<file path="config.mk">
export PLATFORM = sky130hd
export DESIGN_NAME = bscl_ctrl
export DESIGN_NICKNAME = d
export VERILOG_FILES = /design/src/shared/bscl_pkg.sv /design/src/bscl_sync.sv /design/src/bscl_ctrl.sv
export SDC_FILE = /design/constraint.sdc
export NUM_CORES = 1
export LEC_CHECK = 0
export ABC_AREA = 1
export CAP_MARGIN = 0
export CORE_MARGIN = 1
export CORE_UTILIZATION = 35
export CTS_BUF_LIST = sky130_fd_sc_hd__clkbuf_8
export DETAILED_ROUTE_END_ITERATION = 6
export DONT_BUFFER_PORTS = 1
export GPL_TIMING_DRIVEN = 0
export PLACE_DENSITY_LB_ADDON = 0.08
export SYNTH_ARGS = -nofsm -noshare
export SYNTH_HDL_FRONTEND = slang
export SYNTH_SLANG_ARGS = --single-unit
export TNS_END_PERCENT = 20
</file>
<file path="constraint.sdc">
create_clock -name i_ref_clk -period 2.8 [get_ports i_ref_clk]
set_clock_uncertainty 0.1 [all_clocks]
set_input_delay 0.84 -clock i_ref_clk [delete_from_list [all_inputs] [get_ports i_ref_clk]]
set_output_delay 0.84 -clock i_ref_clk [all_outputs]
set_load 0.01 [all_outputs]
</file>
<file path="src/shared/bscl_pkg.sv">
package bscl_pkg;

    // ------------------------------------------------------------------
    // Timing
    // ------------------------------------------------------------------
    localparam int CLK_HZ        = 10_000_000;  // Oscillator logic clock
    localparam int SW_FREQ_HZ    = 1_600_000;   // Nominal switching rate
    localparam int SW_CYC        = CLK_HZ / SW_FREQ_HZ;  // Rounded down
    localparam int SLOW_DIV      = 3;           // Short-output slowdown
    localparam int SW_SLOW_CYC   = SW_CYC * SLOW_DIV;
    localparam int SKIP_ENTRY    = 8;           // Zero-cross cycles to skip
    localparam int REF_BIAS_US   = 600;         // Reference bias-up time
    localparam int REF_BIAS_CYC  = REF_BIAS_US * (CLK_HZ / 1_000_000);
    localparam int SS_TIME_US    = 1100;        // Soft start-up time
    localparam int SS_CYC        = SS_TIME_US * (CLK_HZ / 1_000_000);

    // ------------------------------------------------------------------
    // Register map (byte addresses)
    // ------------------------------------------------------------------
    localparam logic [3:0]  CTRL_OFS       = 4'h0;
    localparam logic [3:0]  STATUS_OFS     = 4'h4;
    localparam int          CTRL_SKIP_BIT  = 0;  // Allow pulse skipping
    localparam int          CTRL_DROP_BIT  = 1;  // Allow 100% duty dropout
    localparam logic [31:0] CTRL_RST       = 32'h0000_0003;
    localparam int          ST_STATE_LSB   = 0;  // Three bits of state
    localparam int          ST_SKIP_BIT    = 4;
    localparam int          ST_IDLE_BIT    = 5;
    localparam int          ST_REFRDY_BIT  = 6;
    localparam int          ST_DROP_BIT    = 7;
    localparam int          ST_ZC_LSB      = 8;  // Four bits of zero-cross count

    // ------------------------------------------------------------------
    // Types
    // ------------------------------------------------------------------
    typedef struct packed {
        logic peak_trip;      // Current loop peak reached
        logic overcurrent;    // High-side current at limit
        logic zero_cross;     // Low-side current crossed zero
        logic skip_trip;      // Current at 20% of peak limit
        logic out_high;       // Output 1.5% above nominal
        logic out_at_nominal; // Output fallen back to nominal
        logic out_low;        // Output 1.5% below nominal
        logic short_fb;       // Feedback below 0.2V
        logic undervoltage;   // Input below lockout threshold
        logic thermal;        // Over-temperature
        logic dropout;        // Input too low to regulate
    } bscl_cmp_t;

    typedef struct packed {
        logic enable;
        logic keepalive;
        logic mode;
    } bscl_pins_t;

    typedef enum logic [2:0] {
        ST_OFF, ST_STANDBY, ST_REF_WAKE, ST_SOFTSTART, ST_RUN, ST_THERMAL
    } bscl_state_t;

endpackage : bscl_pkg

</file>
<file path="src/bscl_sync.sv">
`timescale 1ns/1ns
module bscl_sync #(
    parameter int WIDTH = 1
) (
    // Clock and reset
    input  wire logic             i_ref_clk,
    input  wire logic             i_srst,
    // Asynchronous in, synchronous out
    input  wire logic [WIDTH-1:0] i_async,
    output logic      [WIDTH-1:0] o_sync
);
    logic [WIDTH-1:0] meta;

    // ------------------------------------------------------------------
    // Two-stage synchroniser
    // ------------------------------------------------------------------
    always_ff @(posedge i_ref_clk) begin
        if (i_srst) begin
            meta   <= '0;
            o_sync <= '0;
        end else begin
            meta   <= i_async;
            o_sync <= meta;
        end
    end
endmodule : bscl_sync

</file>
<file path="src/bscl_ctrl.sv">
`timescale 1ns/1ns
// Summary of operation
// - PWM: high-side switch turns on at every oscillator cycle start.
// - Peak trip: high-side off, low-side on until cycle end.
// - Mode high: count consecutive zero-cross cycles, enter skip at 8.
// - Outside skip, zero-cross count clears in any cycle without a crossing; in skip it holds at 8.
// - Skip pulses start on clock, end at 20% of peak limit.
// - Skip: output 1.5% high ends pulse, idle after current discharges.
// - Skip idle resumes clock-aligned pulses when output falls to nominal.
// - Output 1.5% below nominal returns from skip to fixed PWM.
// - Mode low: always fixed PWM, never pulse skipping.
// - Enable high wakes reference first, then soft start-up.
// - Enable low: high-side off, regulation stops, discharge path on.
// - Undervoltage keeps regulator disabled with both switches off.
// - Overcurrent ends high-side conduction immediately.
// - Feedback below 0.2V runs oscillator at one third frequency.
// - Input too low outside skip: high-side held on continuously, 100% duty.
// - Over-temperature shuts down; restart through soft start-up.
// - Keepalive pin powers reference; ready after 600us bias-up.
// - Enable low with keepalive high gives standby, reference on.
module bscl_ctrl #(
    parameter int REF_BIAS_CYC = bscl_pkg::REF_BIAS_CYC,
    parameter int SS_CYC       = bscl_pkg::SS_CYC
) (
    // Clock and reset
    input  wire logic              i_ref_clk,
    input  wire logic              i_srst,
    // Host pins and analog comparator flags
    input  wire bscl_pkg::bscl_pins_t i_pins,
    input  wire bscl_pkg::bscl_cmp_t  i_cmp,
    // Avalon-MM slave
    input  wire logic [3:0]        i_avs_address,
    input  wire logic              i_avs_read,
    input  wire logic              i_avs_write,
    input  wire logic [31:0]       i_avs_writedata,
    output logic      [31:0]       o_avs_readdata,
    output logic                   o_avs_waitrequest,
    // Power stage and analog control
    output logic                   o_hs_gate,
    output logic                   o_ls_gate,
    output logic                   o_ref_on,
    output logic                   o_discharge,
    output logic                   o_softstart,
    output logic                   o_skip_mode
);
    // ------------------------------------------------------------------
    // Synchronised inputs
    // ------------------------------------------------------------------
    bscl_pkg::bscl_pins_t pins_s;
    bscl_pkg::bscl_cmp_t  cmp_s;

    // Pins and flags pass two flops before any logic
    bscl_sync #(.WIDTH($bits(bscl_pkg::bscl_pins_t))) u_pin_sync (
        .i_ref_clk (i_ref_clk),
        .i_srst    (i_srst),
        .i_async   (i_pins),
        .o_sync    (pins_s)
    );
    bscl_sync #(.WIDTH($bits(bscl_pkg::bscl_cmp_t))) u_cmp_sync (
        .i_ref_clk (i_ref_clk),
        .i_srst    (i_srst),
        .i_async   (i_cmp),
        .o_sync    (cmp_s)
    );

    // ------------------------------------------------------------------
    // Declarations
    // ------------------------------------------------------------------
    bscl_pkg::bscl_state_t state;
    bscl_pkg::bscl_state_t next_state;
    bscl_pkg::bscl_state_t idle_state;
    logic [31:0] ctrl;
    logic [15:0] ref_cnt;
    logic [15:0] ss_cnt;
    logic [4:0]  phase;
    logic [3:0]  zc_cnt;
    logic        hs_on;
    logic        ls_on;
    logic        zc_seen;
    logic        skip_active;
    logic        skip_idle;
    logic        acc_done;

    function automatic logic [4:0] period_of(input logic slow);
        period_of = slow ? 5'(bscl_pkg::SW_SLOW_CYC) : 5'(bscl_pkg::SW_CYC);
    endfunction : period_of

    // ------------------------------------------------------------------
    // Decode
    // ------------------------------------------------------------------
    wire ref_pwr    = (pins_s.keepalive | pins_s.enable) & ~cmp_s.undervoltage;
    wire ref_ready  = (ref_cnt == 16'(REF_BIAS_CYC));
    wire ss_done    = (ss_cnt == 16'(SS_CYC));
    wire switching  = (state == bscl_pkg::ST_SOFTSTART) | (state == bscl_pkg::ST_RUN);
    wire cyc_start  = switching & (phase == 5'h00);
    wire cyc_end    = switching & (phase == period_of(cmp_s.short_fb) - 5'h01);
    wire skip_allow = pins_s.mode & ctrl[bscl_pkg::CTRL_SKIP_BIT]
                      & (state == bscl_pkg::ST_RUN);
    wire dropout    = cmp_s.dropout & ctrl[bscl_pkg::CTRL_DROP_BIT] & ~skip_active;
    wire zc_now     = zc_seen | (ls_on & cmp_s.zero_cross);
    wire skip_leave = skip_active & (cmp_s.out_low | ~skip_allow);
    // Normal end of a high-side pulse: peak in PWM, 20% or output high in skip
    wire hs_term    = hs_on & (skip_active ? (cmp_s.skip_trip | cmp_s.out_high)
                                           : (cmp_s.peak_trip & ~dropout));
    wire hs_kill    = cmp_s.overcurrent | ~switching | ~pins_s.enable
                      | cmp_s.undervoltage;
    wire acc_req    = i_avs_read | i_avs_write;
    wire [31:0] status_word = {20'h0_0000, zc_cnt, dropout, ref_ready, skip_idle,
                               skip_active, 1'b0, state};
    wire [31:0] rd_mux = (i_avs_address == bscl_pkg::CTRL_OFS)   ? ctrl :
                         (i_avs_address == bscl_pkg::STATUS_OFS) ? status_word :
                         32'h0000_0000;

    // ------------------------------------------------------------------
    // Sequencing state machine
    // ------------------------------------------------------------------
    assign idle_state = pins_s.keepalive ? bscl_pkg::ST_STANDBY : bscl_pkg::ST_OFF;

    // Enable, standby, protection and restart ordering
    always_comb begin
        next_state = state;
        case (state)
            bscl_pkg::ST_OFF: begin
                if (pins_s.enable) begin
                    next_state = bscl_pkg::ST_REF_WAKE;
                end else if (pins_s.keepalive) begin
                    next_state = bscl_pkg::ST_STANDBY;
                end
            end
            bscl_pkg::ST_STANDBY: begin
                if (pins_s.enable) begin
                    next_state = bscl_pkg::ST_REF_WAKE;
                end else if (!pins_s.keepalive) begin
                    next_state = bscl_pkg::ST_OFF;
                end
            end
            bscl_pkg::ST_REF_WAKE: begin
                if (!pins_s.enable) begin
                    next_state = idle_state;
                end else if (cmp_s.thermal) begin
                    next_state = bscl_pkg::ST_THERMAL;
                end else if (ref_ready) begin
                    next_state = bscl_pkg::ST_SOFTSTART;
                end
            end
            bscl_pkg::ST_SOFTSTART, bscl_pkg::ST_RUN: begin
                if (!pins_s.enable) begin
                    next_state = idle_state;
                end else if (cmp_s.thermal) begin
                    next_state = bscl_pkg::ST_THERMAL;
                end else if (state == bscl_pkg::ST_SOFTSTART && ss_done) begin
                    next_state = bscl_pkg::ST_RUN;
                end
            end
            bscl_pkg::ST_THERMAL: begin
                if (!pins_s.enable) begin
                    next_state = idle_state;
                end else if (!cmp_s.thermal) begin
                    next_state = bscl_pkg::ST_REF_WAKE;
                end
            end
            default: next_state = bscl_pkg::ST_OFF;
        endcase
        if (cmp_s.undervoltage) begin
            next_state = bscl_pkg::ST_OFF;
        end
    end

    // State register
    always_ff @(posedge i_ref_clk) begin
        if (i_srst) begin
            state <= bscl_pkg::ST_OFF;
        end else begin
            state <= next_state;
        end
    end

    // ------------------------------------------------------------------
    // Reference bias-up and soft start timers
    // ------------------------------------------------------------------
    always_ff @(posedge i_ref_clk) begin
        if (i_srst || !ref_pwr) begin
            ref_cnt <= 16'h0000;
        end else if (!ref_ready) begin
            ref_cnt <= ref_cnt + 16'h0001;
        end
        if (i_srst || state != bscl_pkg::ST_SOFTSTART) begin
            ss_cnt <= 16'h0000;
        end else if (!ss_done) begin
            ss_cnt <= ss_cnt + 16'h0001;
        end
    end

    // ------------------------------------------------------------------
    // Switching oscillator
    // ------------------------------------------------------------------
    // Phase counter; period triples while feedback is low
    always_ff @(posedge i_ref_clk) begin
        if (i_srst || !switching || cyc_end) begin
            phase <= 5'h00;
        end else begin
            phase <= phase + 5'h01;
        end
    end

    // ------------------------------------------------------------------
    // Pulse-skipping control
    // ------------------------------------------------------------------
    always_ff @(posedge i_ref_clk) begin
        if (i_srst) begin
            zc_cnt      <= 4'h0;
            skip_active <= 1'b0;
            skip_idle   <= 1'b0;
            zc_seen     <= 1'b0;
        end else begin
            // Crossing seen this cycle; a crossing at the end still counts
            zc_seen <= cyc_end ? 1'b0 : zc_now;
            if (skip_leave) begin
                skip_active <= 1'b0;
                skip_idle   <= 1'b0;
                zc_cnt      <= 4'h0;
            end else if (!skip_active && !skip_allow) begin
                zc_cnt <= 4'h0;
            end else if (!skip_active && cyc_end) begin
                if (!zc_now) begin
                    zc_cnt <= 4'h0;
                end else if (zc_cnt == 4'(bscl_pkg::SKIP_ENTRY - 1)) begin
                    zc_cnt      <= 4'(bscl_pkg::SKIP_ENTRY);
                    skip_active <= 1'b1;
                end else begin
                    zc_cnt <= zc_cnt + 4'h1;
                end
            end else if (skip_active) begin
                if (cmp_s.out_high) begin
                    skip_idle <= 1'b1;
                end else if (cmp_s.out_at_nominal) begin
                    skip_idle <= 1'b0;
                end
            end
        end
    end

    // ------------------------------------------------------------------
    // Switch requests
    // ------------------------------------------------------------------
    always_ff @(posedge i_ref_clk) begin
        if (i_srst || hs_kill) begin
            hs_on <= 1'b0;
        end else if (hs_term) begin
            hs_on <= 1'b0;
        end else if (cyc_start && !(skip_active && skip_idle)) begin
            hs_on <= 1'b1;
        end
        if (i_srst || !switching || cmp_s.undervoltage) begin
            ls_on <= 1'b0;
        end else if (hs_on && (hs_term || cmp_s.overcurrent)) begin
            ls_on <= 1'b1;
        end else if (skip_active ? cmp_s.zero_cross : cyc_end) begin
            ls_on <= 1'b0;
        end
    end

    // ------------------------------------------------------------------
    // Gate drive with break-before-make
    // ------------------------------------------------------------------
    // A gate turns on only after the other was off for a full cycle
    always_ff @(posedge i_ref_clk) begin
        if (i_srst) begin
            o_hs_gate   <= 1'b0;
            o_ls_gate   <= 1'b0;
            o_ref_on    <= 1'b0;
            o_discharge <= 1'b1;
            o_softstart <= 1'b0;
            o_skip_mode <= 1'b0;
        end else begin
            o_hs_gate   <= hs_on & ~o_ls_gate;
            o_ls_gate   <= ls_on & ~hs_on & ~o_hs_gate;
            o_ref_on    <= ref_pwr;
            o_discharge <= ~pins_s.enable | cmp_s.undervoltage;
            o_softstart <= (state == bscl_pkg::ST_SOFTSTART);
            o_skip_mode <= skip_active;
        end
    end

    // ------------------------------------------------------------------
    // Avalon-MM slave: one wait cycle, then completion
    // ------------------------------------------------------------------
    always_ff @(posedge i_ref_clk) begin
        if (i_srst) begin
            ctrl              <= bscl_pkg::CTRL_RST;
            o_avs_waitrequest <= 1'b1;
            o_avs_readdata    <= 32'h0000_0000;
            acc_done          <= 1'b0;
        end else begin
            acc_done          <= acc_req & o_avs_waitrequest;
            o_avs_waitrequest <= ~(acc_req & o_avs_waitrequest);
            if (acc_req && o_avs_waitrequest) begin
                o_avs_readdata <= rd_mux;
            end
            if (i_avs_write && acc_done &&
                i_avs_address == bscl_pkg::CTRL_OFS) begin
                ctrl <= {30'h0000_0000, i_avs_writedata[1:0]};
            end
        end
    end
endmodule : bscl_ctrl

</file>
---- Word level (Yosys, flattened, before mapping) ----
Cells that the tools add are included.
operators by class
  multiply operators ...................... 0
  eq/ne operators ......................... 16
  $lt $le $gt $ge ......................... 0
  muxes and demuxes ....................... 25
  add/sub/neg operators ................... 5
  reductions and logical operators ........ 35
  div/mod/pow operators ................... 0
  bitwise operators ....................... 37
  shift-type cells ........................ 0
operators by type and width
  operator                                                                  number
  3-bit two-way mux                                                         12
  16-bit by 1-bit adder with 16-bit output (second input constant)          2
  12-bit two-way mux                                                        2
  16-bit by 13-bit equality test with 1-bit output (second input constant)  1
  16-bit by 14-bit equality test with 1-bit output (second input constant)  1
  1-bit bitwise AND                                                         15
  3-bit case mux with 5 select lines                                        1
  1-bit NOT                                                                 12
  1-bit bitwise OR                                                          10
  2-bit OR reduction                                                        5
  1-bit logical AND                                                         9
  4-bit by 3-bit equality test with 1-bit output (second input constant)    2
  4-bit two-way mux                                                         2
  4-bit by 3-bit != test with 1-bit output (second input constant)          2
  4-bit AND reduction                                                       2
  1-bit logical OR                                                          7
  1-bit two-way mux                                                         7
  3-bit by 2-bit equality test with 1-bit output (second input constant)    2
  3-bit equality test (second input constant)                               2
  3-bit by 2-bit != test with 1-bit output (second input constant)          2
  5-bit by 1-bit adder with 5-bit output (second input constant)            1
  5-bit equality test                                                       1
  1-bit logical NOT                                                         5
  5-bit logical NOT                                                         1
  other kinds (11)                                                          12
word-level totals
  output and inout port bits .............. 39
  flip-flop bits (word level) ............. 119
  bits in latches ......................... 0
  bits in writable memories ............... 0
  input bits .............................. 54
  bits in read-only memories .............. 0
  memories ................................ 0
  word-level logic and storage cells ...... 142

---- Logic depth before layout (Yosys ltp) ----
  word-level depth ........................ 9
  gate-level depth with buffers ........... 11
  mapped depth without buffers ............ 11

---- By module ----
From an unflattened synthesis, not the netlist that was laid out.
unflattened totals
  cell total of the unflattened synthesis .. 556
  area total of the unflattened synthesis .. 4224.1 µm²
by module, submodules not included
  module                   area each (µm²)  cells an instance  seq. area each (µm²)  instances
  bscl_ctrl                3430.8           470                1401.3                1
  bscl_sync at u_cmp_sync  628.1            68                 440.4                 1
  bscl_sync at u_pin_sync  165.2            18                 120.1                 1

---- Least setup slack after synthesis ----
Ideal clock, no wire load.
  path kind ............................... input-to-reg
  from .................................... input i_srst
  to ...................................... register o_avs_readdata[4]
  required time ........................... 2.630 ns
  arrival time ............................ 1.588 ns
  setup time .............................. 0.070 ns
  buffers on the path ..................... 2
  stages .................................. 5
  path slack .............................. 1.041 ns
  path through ............................ buf_2 > inv_1 > clkbuf_1 > nand3_1 > o21ai_1
RTL lines
  item                  RTL line          source
  start, declared       bscl_ctrl.sv:27   input wire logic i_srst,
  end signal, assigned  bscl_ctrl.sv:298  o_avs_readdata <= rd_mux;
  end, declared         bscl_ctrl.sv:36   output logic [31:0] o_avs_readdata,

---- Worst setup path in the final report ----
  from .................................... register o_avs_readdata[5]
  to ...................................... output o_avs_readdata[5]
No word-level cell between the ends.

==> flow_summary.yaml <==
critical_path:
  critPathMaxFanout: 2
  endpoint_arrival_time_on_the_critical_path_ns: 0.79
  timing.critical_path.required_ns: 1.86
  timing.critical_path.from_type: "flip-flop"
  worst-setup-path-type: "flip-flop to primary output"
  critical_path.endpoint_type: "primary output"
layout:
  flow.area_growth_from_synthesis_pct: 11.66
  finish.net_count: 640
  most_frequent_cells_in_the_layout: "98 x dfxtp_1, 85 x inv_1, 74 x nor2_1"
  layout.cells.most_common: "dfxtp_1"
  final_cells: 726
  final.fill_count: 1239
  antenna-diode-count: 0
  post-route-util_pct: 40.57
  drive_gt1_share_pct: 11.32
  final_instance_area_um2: 4672
synthesis:
  synth_compound_area_share_pct: 10.80
  ys.warnings.count: 0
  simple_gate_share_of_the_synthesized_area_pct: 25.87
  synth_area_per_inst_um2: 7.649
  synth_area_um2: 4184
  synthXorXnorAreaFrac_pct: 1.256
  synth-async-reset-ratio_pct: 0
  postSynth.topFlopCell: "dfxtp_1"
  combinational_family_with_the_most_area_after_synthesis: "simple AND/OR/NAND/NOR gates"
  synthCells: 547
  yosys.cell_types.count: 37
  yosys.area.top_type_share_pct: 46.89
  synthMuxAreaShare_pct: 0
  synth_area_leaders: "dfxtp_1 47%, inv_1 7.4%, nor2_1 6.6%, nand2_1 5.8%, nand3_1 5.7%"
  synth_seq_area_share_pct: 46.89
  synth_top_cell_by_area: "dfxtp_1"
  synth_seq_cells: 98
  post_synth_fa_ha_maj_area_fraction_pct: 2.392
  synth_edf_count: 0
sta:
  max_freq_mhz: 578.7
  final-setup-viol-count: 0
  grt_setup_unrepaired: "false"
  period_needed_ns: 1.728
  hold_ws_ns: 0.3048
  timing.final.hold_violations: 0
  layout_worst_path_cycle_share_pct: 61.72
  report.final.slew_viol_count: 0
  setup-tns-final_ns: 0
power_and_ir_drop:
  power_per_cell_area_nw_per_um2: 628.6
  vdd_drop_max_uv: 233.4
  static_power_due_to_leakage_nw: 1.879
job:
  cap_violations: 0
routing:
  post-route-drc-count: 2
  detailedRoute.firstIterationViolations: 150
  routed_via_density: 4.562
  detail_route.wirelength_um: 8426
  drtPass1Iterations: 6
  ant_nets: 0
  vias_post_dr: 3312
  routedWlPerCell_um: 11.61
die:
  die_area_um2: 12400
  die_y_um: 111.3
  std_cell_rows: 39
  design.core.area_um2: 11520
  floorplan.initialDensity_pct: 36.33
  ios: 93
  floorplan.die.width_um: 111.3
clocking:
  tritoncts.num_buffers: 9
  cts_resized: 0
  htree_num_levels: 3
  tritoncts_clock_tree: "done"
  cts_setup_buffers: 0
  cts_sinks: 98
  cts_buffer_depth: 2
  root_buffer: "clkbuf_8"
  clkLatencyLatePin_ns: 0.37
  clk_pin_slew_ns: 0.09
  cts-hold-fix-buffers: 0
min_path:
  timing.hold.worst.class: "flip-flop to flip-flop"
outcome:
  run_status: "finished, violations left"
  violations_in_the_final_reports: "design-rule violations"
grt:
  vias_in_the_first_global_route: 3138
  grt_use_total_pct: 14.72
  largest_net_degree_at_the_start_of_global_routing: 16
  grt_remaining_overflow: 0
  grt_antenna_before_repair: 0
  global_route_wire_length_before_repair_um: 14450
placement:
  global_placement_routability_congestion: 0.8032
  dp.cells: 710
  dp_hpwl_um: 6304
  numPortBuffers: 0
  placed_area_um2: 4438
-- per-stage QoR --
step	total power [W]	setup slack (ns)
2_1_floorplan	0.001818	1.041
3_3_place_gp	0.001893	0.7194
3_5_place_dp	0.001896	0.6895
4_1_cts	0.002978	1.042
5_1_grt	0.003103	0.9233
6_report	0.002937	1.072
-- power breakdown --
part / switching [W] / total (W) / internal, W / leakage [nW]
registers: 0.0000547 / 0.00150 / 0.00144 / 0.797
clock network: 0.000490 / 0.00108 / 0.000586 / 0.122
logic: 0.000237 / 0.000365 / 0.000129 / 0.960
total: 0.000781 / 0.00294 / 0.00216 / 1.88
-- final cells by class --
cell class | instances | area (µm²) | share of cell area (%)
plain buffers | 30 | 198.9 | 4.258
clock buffers | 9 | 123.9 | 2.651
clock inverters | 7 | 110.1 | 2.357
inverters | 88 | 332.8 | 7.124
multi-input cells | 351 | 1765 | 37.79
flip-flops and latches | 98 | 1962 | 41.99
well taps | 143 | 178.9 | 3.830
-- synthesized netlist by cell type (all sizes together) (4+ instances only) --
library cell / instances
a21oi: 39
buf: 28
dfxtp: 98
ha: 8
inv: 88
nand2: 68
nand3: 50
nand4: 9
nor2: 83
nor3: 16
o21ai: 33
or2: 5
xor2: 4
-- kinds of logic (layout without fill, tap and decap cells) --
logic type / after synthesis / in the layout
AND/OR/NAND/NOR: 233 / 233
adder cells (fa/ha/maj): 8 / 8
buffers and inverters: 118 / 134
AO/OA/AOI/OAI: 83 / 83
flip-flops: 98 / 98
other: 1 / 21
XOR/XNOR: 6 / 6
-- flip-flops by register name, summed over array words and instances, names as in the netlist, 2 cells and up --
signal / flops
ss_cnt: 16
ctrl: 2
u_cmp_sync.meta: 11
u_cmp_sync.o_sync: 11
ref_cnt: 16
phase: 5
u_pin_sync.o_sync: 3
o_avs_readdata: 11
state: 3
u_pin_sync.meta: 3
zc_cnt: 4
-- worst paths after layout --
check / cells past startpoint / slack (ns) / end / from
max reg2reg: 7 / 1.13 / ss_cnt[14]$_SDFFE_PP0N_ / ss_cnt[0]$_SDFFE_PP0N_
min: 2 / 0.30 / u_cmp_sync.o_sync[5]$_SDFF_PP0_ / u_cmp_sync.meta[5]$_SDFF_PP0_
max: 0 / 1.07 / o_avs_readdata[5] / o_avs_readdata[5]$_SDFFE_PP0P_
min reg2reg: 2 / 0.30 / u_cmp_sync.o_sync[5]$_SDFF_PP0_ / u_cmp_sync.meta[5]$_SDFF_PP0_
-- per-layer routing --
metal	wire length, µm	part of all wire, %	up-vias	track usage (%)
met5	0	0	-	0
met4	175	2.1	0	7.027
met3	274	3.3	13	3.538
met2	4117	49	47	25.54
met1	3858	46	1494	17.06
li1	-	-	1758	-
(Power assumes the default switching activity.)
